**config.mk**
```make
export PLATFORM = sky130hd
export DESIGN_NAME = its_send
export DESIGN_NICKNAME = d
export VERILOG_FILES = /design/src/verilog/its_send_pkg.sv /design/src/verilog/xfer_rdy_check.sv /design/src/verilog/its_send.sv
export VERILOG_INCLUDE_DIRS = /design/src /design/src/verilog
export SDC_FILE = /design/constraint.sdc
export NUM_CORES = 1
export LEC_CHECK = 0
export ABC_AREA = 1
export BUFFER_PORTS_ARGS = -buffer_cell sky130_fd_sc_hd__buf_4
export CAP_MARGIN = 20
export CORE_MARGIN = 8
export CORE_UTILIZATION = 35
export CTS_CLUSTER_DIAMETER = 60
export DETAILED_ROUTE_END_ITERATION = 7
export PLACE_DENSITY = 0.56
export SKIP_LAST_GASP = 1
export SLEW_MARGIN = 15
export SYNTH_ARGS = -nofsm -noshare
export SYNTH_HDL_FRONTEND = slang
export SYNTH_HIERARCHICAL = 1
export SYNTH_SLANG_ARGS = --single-unit
export TNS_END_PERCENT = 100
```
**constraint.sdc**
```tcl
create_clock -name i_ref_clk -period 5.85 [get_ports i_ref_clk]
set_input_delay 0.8775 -clock i_ref_clk [delete_from_list [all_inputs] [get_ports i_ref_clk]]
set_output_delay 0.8775 -clock i_ref_clk [all_outputs]
set_load 0.03 [all_outputs]
```
**src/verilog/its_send_params.svh**
```systemverilog
`ifndef ITS_SEND_PARAMS_SVH
`define ITS_SEND_PARAMS_SVH
`define RETRY_LIMIT_DEF  4'h3
`define OUTSTANDING_W    4
`define OFS_W            32
`define TAG_W            16
`define ADDR_W           64
`define CNT_ZERO         4'h0
`define CNT_ONE          4'h1
`define OFS_ZERO         32'h0000_0000
`endif

```
**src/verilog/its_send_pkg.sv**
```systemverilog
`include "its_send_params.svh"
package its_send_pkg;
  typedef enum logic [1:0] {FK_NONE, FK_CMD, FK_TASK, FK_DATA} frame_kind_t;
  typedef enum logic [2:0] {
    TS_FRAME_TX, TS_ACK, TS_NAK, TS_TIMEOUT, TS_CONN_LOST, TS_CANCEL_ACK,
    TS_OTHER
  } tx_status_t;
  typedef enum logic [3:0] {
    CM_NONE, CM_CMD_TMO, CM_TASK_TMO, CM_CMD_NAK, CM_TASK_NAK,
    CM_DOUT_NAK, CM_DOUT_TMO, CM_CANCEL_ACK, CM_XR_LEN, CM_XR_OFS
  } cmpl_code_t;
  typedef struct packed {
    logic [`OFS_W-1:0] req_offset;
    logic [`OFS_W-1:0] wr_len;
    logic              retry_data;
    logic              retransmit;
  } xfer_rdy_t;
  typedef struct packed {
    logic              valid;
    tx_status_t        status;
  } confirm_t;
  typedef struct packed {
    logic              valid;
    cmpl_code_t        code;
    logic [`TAG_W-1:0] tag;
  } cmpl_t;
  typedef struct packed {
    logic               valid;
    logic [`ADDR_W-1:0] dest_addr;
    logic [`TAG_W-1:0]  tag;
  } cancel_req_t;
endpackage

```
**src/verilog/xfer_rdy_check.sv**
```systemverilog
`include "its_send_params.svh"
module xfer_rdy_check (
  // Clock and reset
  input  wire logic                  i_ref_clk,
  input  wire logic                  i_rst_n,
  // Arriving transfer-ready
  input  wire logic                  i_valid,
  input  wire its_send_pkg::xfer_rdy_t i_xr,
  input  wire logic [`OFS_W-1:0]     i_buf_size,
  input  wire logic [`OFS_W-1:0]     i_prev_ofs,
  input  wire logic [`OFS_W-1:0]     i_prev_len,
  input  wire logic                  i_first,
  input  wire logic                  i_retry_en,
  // Verdict, one cycle later
  output logic                       o_done,
  output its_send_pkg::cmpl_code_t   o_code
);
  import its_send_pkg::*;
  typedef struct packed {
    logic       done;
    cmpl_code_t code;
  } chk_state_t;
  chk_state_t st_ff, nxt_st;
  logic [`OFS_W:0] end_ofs;
  logic            len_bad;
  logic            ofs_bad;
  always_comb begin
    end_ofs = {1'b0, i_xr.req_offset} + {1'b0, i_xr.wr_len};
    len_bad = (i_xr.wr_len == `OFS_ZERO) ||
              (end_ofs > {1'b0, i_buf_size});
    // Only the simplest sequencing check is kept here.
    ofs_bad = i_first ? (i_xr.req_offset != `OFS_ZERO) :
              (!i_xr.retransmit || !i_retry_en) &&
              (i_xr.req_offset != i_prev_ofs + i_prev_len);
    nxt_st.done = i_valid;
    nxt_st.code = CM_NONE;
    if (len_bad) begin
      nxt_st.code = CM_XR_LEN;
    end else if (ofs_bad) begin
      nxt_st.code = CM_XR_OFS;
    end
  end
  always_ff @(posedge i_ref_clk or negedge i_rst_n) begin
    if (!i_rst_n) begin
      st_ff <= '0;
    end else begin
      st_ff <= nxt_st;
    end
  end
  assign o_done = st_ff.done;
  assign o_code = st_ff.code;
endmodule // xfer_rdy_check

```
**src/verilog/its_send.sv**
```systemverilog
`include "its_send_params.svh"
module its_send (
  // Clock and reset
  input  wire logic                      i_ref_clk,
  input  wire logic                      i_rst_n,
  // Router side
  input  wire logic                      i_send_cmd,
  input  wire logic                      i_send_task,
  input  wire logic                      i_send_data,
  input  wire logic                      i_cancel,
  input  wire logic                      i_return_start,
  input  wire logic [`TAG_W-1:0]         i_tag,
  input  wire logic [`ADDR_W-1:0]        i_dest_addr,
  input  wire logic                      i_xr_arrived,
  input  wire its_send_pkg::xfer_rdy_t   i_xr,
  input  wire logic [`OFS_W-1:0]         i_buf_size,
  input  wire logic                      i_retry_en,
  input  wire logic [3:0]                i_retry_limit,
  output its_send_pkg::cmpl_t            o_cmpl,
  output logic [`OFS_W-1:0]              o_dout_ofs,
  output logic [`OFS_W-1:0]              o_prev_ofs,
  // Port layer side
  input  wire its_send_pkg::confirm_t    i_conf,
  output logic                           o_tx_req,
  output its_send_pkg::frame_kind_t      o_tx_kind,
  output logic                           o_tx_interlocked,
  output its_send_pkg::cancel_req_t      o_cancel_req,
  output logic                           o_active
);
  import its_send_pkg::*;
  typedef enum logic [1:0] {S_START, S_SEND, S_WAIT_ACK} phase_t;
  typedef struct packed {
    phase_t                   phase;
    frame_kind_t              kind;
    logic                     retry_data;
    logic [3:0]               retries;
    logic [`OUTSTANDING_W-1:0] pending;
    logic                     first_xr;
    logic [`OFS_W-1:0]        dout_ofs;
    logic [`OFS_W-1:0]        prev_ofs;
    logic [`OFS_W-1:0]        prev_len;
    logic                     tx_req;
    logic                     tx_il;
    cmpl_t                    cmpl;
    cancel_req_t              cxl;
    logic [`TAG_W-1:0]        tag;
    logic [`ADDR_W-1:0]       dest;
  } its_state_t;
  its_state_t st_ff, nxt_st;
  logic       chk_done;
  cmpl_code_t chk_code;
  logic       at_limit;
  logic       lost;
  logic       conf_done;
  function automatic cmpl_t mk(input cmpl_code_t c,
                               input logic [`TAG_W-1:0] t);
    mk.valid = 1'b1;
    mk.code  = c;
    mk.tag   = t;
  endfunction
  xfer_rdy_check u_chk (
    .i_ref_clk  (i_ref_clk),
    .i_rst_n    (i_rst_n),
    .i_valid    (i_xr_arrived),
    .i_xr       (i_xr),
    .i_buf_size (i_buf_size),
    .i_prev_ofs (st_ff.prev_ofs),
    .i_prev_len (st_ff.prev_len),
    .i_first    (st_ff.first_xr),
    .i_retry_en (i_retry_en),
    .o_done     (chk_done),
    .o_code     (chk_code)
  );
  always_comb begin
    at_limit = (st_ff.retries >= i_retry_limit);
    lost = i_conf.valid && (i_conf.status == TS_TIMEOUT ||
                            i_conf.status == TS_CONN_LOST);
    nxt_st = st_ff;
    nxt_st.tx_req = 1'b0;
    nxt_st.cmpl = '0;
    nxt_st.cxl = '0;
    conf_done = i_conf.valid && i_conf.status != TS_FRAME_TX &&
                st_ff.pending != `CNT_ZERO;
    // A request and a confirmation in one cycle cancel out, so neither
    // is lost from the count.
    if (st_ff.tx_req && !conf_done) begin
      nxt_st.pending = st_ff.pending + `CNT_ONE;
    end else if (conf_done && !st_ff.tx_req) begin
      nxt_st.pending = st_ff.pending - `CNT_ONE;
    end
    unique case (st_ff.phase)
      S_START: begin
        nxt_st.dout_ofs = `OFS_ZERO;
        nxt_st.first_xr = 1'b1;
        if (i_send_cmd || i_send_task) begin
          nxt_st.kind = i_send_cmd ? FK_CMD : FK_TASK;
          nxt_st.tag = i_tag;
          nxt_st.dest = i_dest_addr;
          nxt_st.retries = `CNT_ZERO;
          nxt_st.tx_req = 1'b1;
          nxt_st.tx_il = 1'b1;
          nxt_st.phase = S_SEND;
        end
      end
      S_SEND, S_WAIT_ACK: begin
        if (i_send_data && st_ff.phase == S_SEND) begin
          nxt_st.kind = FK_DATA;
          nxt_st.retries = `CNT_ZERO;
          nxt_st.tx_req = 1'b1;
          nxt_st.tx_il = 1'b0;
        end
        if (i_conf.valid && i_conf.status == TS_FRAME_TX) begin
          nxt_st.phase = S_WAIT_ACK;
        end else if (i_conf.valid && i_conf.status == TS_NAK &&
                     st_ff.phase == S_WAIT_ACK) begin
          if (st_ff.kind != FK_DATA && !at_limit) begin
            nxt_st.retries = st_ff.retries + `CNT_ONE;
            nxt_st.tx_req = 1'b1;
            nxt_st.tx_il = 1'b1;
            nxt_st.phase = S_SEND;
          end else if (st_ff.kind == FK_CMD) begin
            nxt_st.cmpl = mk(CM_CMD_NAK, st_ff.tag);
            nxt_st.phase = S_START;
          end else if (st_ff.kind == FK_TASK) begin
            nxt_st.cmpl = mk(CM_TASK_NAK, st_ff.tag);
            nxt_st.phase = S_START;
          end else if (!st_ff.retry_data || at_limit) begin
            nxt_st.cmpl = mk(CM_DOUT_NAK, st_ff.tag);
            nxt_st.phase = S_START;
          end else begin
            nxt_st.retries = st_ff.retries + `CNT_ONE;
            nxt_st.tx_req = 1'b1;
            nxt_st.phase = S_SEND;
          end
        end else if (lost && st_ff.phase == S_WAIT_ACK) begin
          if (st_ff.kind == FK_CMD) begin
            // Stays active so a later status can still finish it.
            nxt_st.cmpl = mk(CM_CMD_TMO, st_ff.tag);
          end else if (st_ff.kind == FK_TASK) begin
            nxt_st.cmpl = mk(CM_TASK_TMO, st_ff.tag);
            nxt_st.phase = S_START;
          end else if (!st_ff.retry_data || at_limit) begin
            nxt_st.cmpl = mk(CM_DOUT_TMO, st_ff.tag);
            nxt_st.phase = S_START;
          end else begin
            nxt_st.retries = st_ff.retries + `CNT_ONE;
            nxt_st.tx_req = 1'b1;
            nxt_st.phase = S_SEND;
          end
        end else if (i_conf.valid && i_conf.status == TS_CANCEL_ACK) begin
          nxt_st.cmpl = mk(CM_CANCEL_ACK, st_ff.tag);
        end else if (i_conf.valid && i_conf.status == TS_ACK) begin
          nxt_st.phase = S_SEND;
        end
        if (i_return_start || i_cancel) begin
          if (st_ff.pending != `CNT_ZERO || st_ff.tx_req) begin
            nxt_st.cxl.valid = 1'b1;
            nxt_st.cxl.dest_addr = st_ff.dest;
            nxt_st.cxl.tag = st_ff.tag;
          end else if (i_cancel) begin
            nxt_st.cmpl = mk(CM_CANCEL_ACK, st_ff.tag);
          end
        end
        if (i_xr_arrived) begin
          nxt_st.retry_data = i_xr.retry_data;
        end
        if (chk_done) begin
          if (chk_code != CM_NONE) begin
            nxt_st.cmpl = mk(chk_code, st_ff.tag);
            nxt_st.phase = S_START;
          end else begin
            nxt_st.first_xr = 1'b0;
            nxt_st.dout_ofs = i_xr.req_offset;
            nxt_st.prev_ofs = i_xr.req_offset;
            nxt_st.prev_len = i_xr.wr_len;
          end
        end
      end
      default: nxt_st.phase = S_START;
    endcase
  end
  always_ff @(posedge i_ref_clk or negedge i_rst_n) begin
    if (!i_rst_n) begin
      st_ff <= '0;
    end else begin
      st_ff <= nxt_st;
    end
  end
  assign o_cmpl = st_ff.cmpl;
  assign o_dout_ofs = st_ff.dout_ofs;
  assign o_prev_ofs = st_ff.prev_ofs;
  assign o_tx_req = st_ff.tx_req;
  assign o_tx_kind = st_ff.kind;
  assign o_tx_interlocked = st_ff.tx_il;
  assign o_cancel_req = st_ff.cxl;
  assign o_active = (st_ff.phase != S_START);
endmodule // its_send

```
==> impl_metrics.csv <==
group,metric,value,unit
sta,timing.clock.skew,0.00954,ns
die,ios,366,
worst_setup_path,cp_common_cell,"nand2_1",
cells_and_area,multi_input_area,7960,um^2
worst_setup_path,worstReg2RegStart,"st_ff[293]",
cells_and_area,final_nets,2870,
worst_setup_path,rrSetupSlack,2.81,ns
sta,fmax,0.262,GHz
hold_path,hold_class,"primary input to asynchronous set/reset pin",
synthesis,synth_edf_count,0,
worst_setup_path,path_class,"primary input to flop",
run_status,status,"completed",
synthesis,ys.flop_type,"dfrtp_1",
sta,final.setup.tns,0,ns
pwr,power,10300,uW
synthesis,ys_seq_elements,297,
pwr,power.density,478,nW/um^2
sta,period_share,0.653,
worst_setup_path,arrival,4.21,ns
synthesis,yosys_warnings,6,
place,dpl.hpwl,45500,um
cells_and_area,layout.area.seq,7430,um^2
flow_run,drv_cap,0,
worst_setup_path,crit_start,"i_xr[34]",
global_route,grt_first_pass_wirelength,88800,um
sta,tightest_slew,1.08,ns
clocking,cts_tree,"done",
clocking,cts.sinks,297,
synthesis,async_flop_share,1.00,
cells_and_area,drive_above_1_share,0.190,
synthesis,mappedNetlistArea,18100,um^2
worst_setup_path,critPathBufInv,3,
synthesis,synthTopCellsByArea,"dfrtp_1 41%, nand2_1 13%, ha_1 7.4%, buf_4 7.1%, inv_1 6.8%",
clocking,cts_root_buffer,"clkbuf_16",
sta,setup_viol_count_final,0,
place,place_congestion,0.917,
synthesis,synth_top_area_frac,0.411,
die,die_w,243,um
clocking,clk_latency,0.52,ns
die,core_area,51200,um^2
worst_setup_path,critical_path.top_delay_family,"compound AO/OA/AOI/OAI gates",
synthesis,synth.most_common_cell,"nand2_1",
worst_setup_path,cp-start-kind,"primary input",
synthesis,synth_area_per_cell,7.63,um^2
detailed_routing,drt-pass1-iter-count,5,
global_route,first_global_vias,16000,
clocking,cts-resized-gates,0,
sta,rsz0062_at_grt,"no",
die,initial_utilization,0.353,
detailed_routing,via_per_inst,4.67,
clocking,post_cts_buffers,0,
sta,relSlewSlack,0.272,
detailed_routing,num_vias,15300,
worst_setup_path,critPathRequiredTime,6.24,ns
die,dieHeight,243,um
clocking,tritoncts.num_buffers,38,
synthesis,yosys.area.top_type,"dfrtp_1",
clocking,h-tree-depth,2,
synthesis,synthesis.instances,2369,
die,fp-row-count,83,
worst_setup_path,timing.rr.end,"o_dout_ofs[10]",
sta,finalCriticalPeriod,3.82,ns
detailed_routing,drc,0,
place,port_buffers,365,
die,die_area,59200,um^2
synthesis,ys_seq_area_frac,0.411,
worst_setup_path,slowest_stage,"fa_1",
sta,hold_viol,0,
clocking,path_clk_slew,0.06,ns
clocking,clockBufferDepth,3,
sta,maxSlewViolCount,0,
pwr,power_leakage,0.0120,uW
worst_setup_path,path_max_fanout,4,
detailed_routing,detail-route-antenna-nets,0,
pwr,vdd_drop_max,0.199,mV
worst_setup_path,ff2ff_path_depth,7,
detailed_routing,drt_iter0_drc,997,
cells_and_area,fill_cells,5276,
synthesis,ys_types,55,
worst_setup_path,critPathCaptureType,"flop",
cells_and_area,syn2layout_area_growth,19.2,%
clocking,hold_buffers,0,
global_route,antenna_found_initial,0,
detailed_routing,routed_wl,56600,um
global_route,grt_max_degree,139,
global_route,gr-usage-all-layers,0.187,
worst_setup_path,crit_chain,"buf_4 -> ha_1 -> inv_1 -> fa_1 -> o21ai_1 -> a21boi_2 -> o21ai_2 -> nand3_1 -> nand3_1 -> a21oi_1 -> xnor2_1 -> ha_1 -> nand2_1 -> nor2_1 -> a211oi_1 -> nand2_1 -> nand2_1 -> nand2_1 -> nand2_1 -> nand2_1 -> nand2_1 -> nand2_1 -> inv_1 -> nand3_2",
synthesis,synthTopCellsByCount,"646 x nand2_1, 326 x inv_1, 297 x dfrtp_1, 276 x nor2_1, 170 x buf_4",
global_route,grt_overflow,0,
cells_and_area,diodes,0,
worst_setup_path,slowest_delay,0.40,ns
detailed_routing,wl_per_cell,17.3,um
==> routing by layer <==
layer	part of all wire	track usage	vias to the layer above	wire, um
li1	-	-	7617	-
met1	0.44	0.238	7135	25000
met2	0.48	0.322	464	26900
met3	0.062	0.0377	75	3530
met4	0.022	0.0425	0	1230
met5	0	0	-	0
==> flip-flops by register name, indices dropped and copies added (netlist names) <==
name and cells:
o_tx_req 1, o_cmpl 21, o_tx_kind 2, o_dout_ofs 32, st_ff 124, o_cancel_req 81
u_chk/o_code 2, o_prev_ofs 32, u_chk/o_done 1, o_tx_interlocked 1
==> cell usage in the layout (no fill, tap or decap), types with 10 or more instances in the layout <==
| cell type | n |
|---|---|
| o21ai_0 | 61 |
| dfrtp_1 | 297 |
| nand2_2 | 10 |
| nand3_1 | 64 |
| xnor2_1 | 25 |
| nor4_1 | 20 |
| nor2_1 | 275 |
| buf_4 | 371 |
| ha_1 | 107 |
| clkbuf_16 | 38 |
| nor2_2 | 10 |
| nand4_1 | 18 |
| a21oi_1 | 163 |
| nand2_1 | 645 |
| inv_1 | 326 |
| nand3b_1 | 12 |
| xor2_1 | 41 |
==> through the flow <==
step           hold WS [ns]  instances  area (um^2)  utilization  worst slack, ns
3_5_place_dp          0.463       3205        20300        0.396             1.53
3_3_place_gp          0.460       3205        20300        0.396             1.56
6_report              0.341       3275        21500        0.421             2.03
2_1_floorplan         0.445       2370        18100            -             2.17
5_1_grt               0.370       3275        21500        0.421             1.71
4_1_cts               0.364       3275        21500        0.421             2.09
==> power breakdown <==
group	switching [uW]	total (uW)	internal (uW)
Sequential	395	3240	2840
Combinational	3160	4780	1620
Clock	925	2290	1370
Total	4480	10300	5830
==> area by class of cell <==
cell class              count  area share
multi-input cells        1526       0.369
flip-flops and latches    297       0.345
repair buffers            373       0.131
inverters                 329      0.0573
clock buffers              47      0.0480
well taps                 680      0.0395
clock inverters            23      0.0102
==> how the worst max path moves through the flow <==
stage / cells after the start / slack (ns) / end
final: 24 / 2.03 / u_chk/o_code[3]
after global routing: 28 / 1.71 / u_chk/o_code[3]
after CTS: 26 / 2.09 / u_chk/o_code[3]
after detailed placement: 26 / 1.53 / u_chk/o_code[3]
after global placement: 26 / 1.56 / u_chk/o_code[3]
after floorplan: 25 / 2.17 / u_chk/o_code[3]
==> cells by family (layout without fill, tap and decap cells) <==
group / Yosys count / count (layout) / synth area share
muxes: 1 / 1 / 0.000623
xor gates and xnor gates: 66 / 66 / 0.0320
and+or+nand+nor: 1081 / 1081 / 0.246
adders and majority gates: 110 / 110 / 0.0774
DFF: 297 / 297 / 0.411
AOI/OAI and AO/OA: 266 / 266 / 0.0819
buffers and inverters: 547 / 772 / 0.151
other: 1 / 2 / 0.000207
Power figures use the tool's default switching activity.
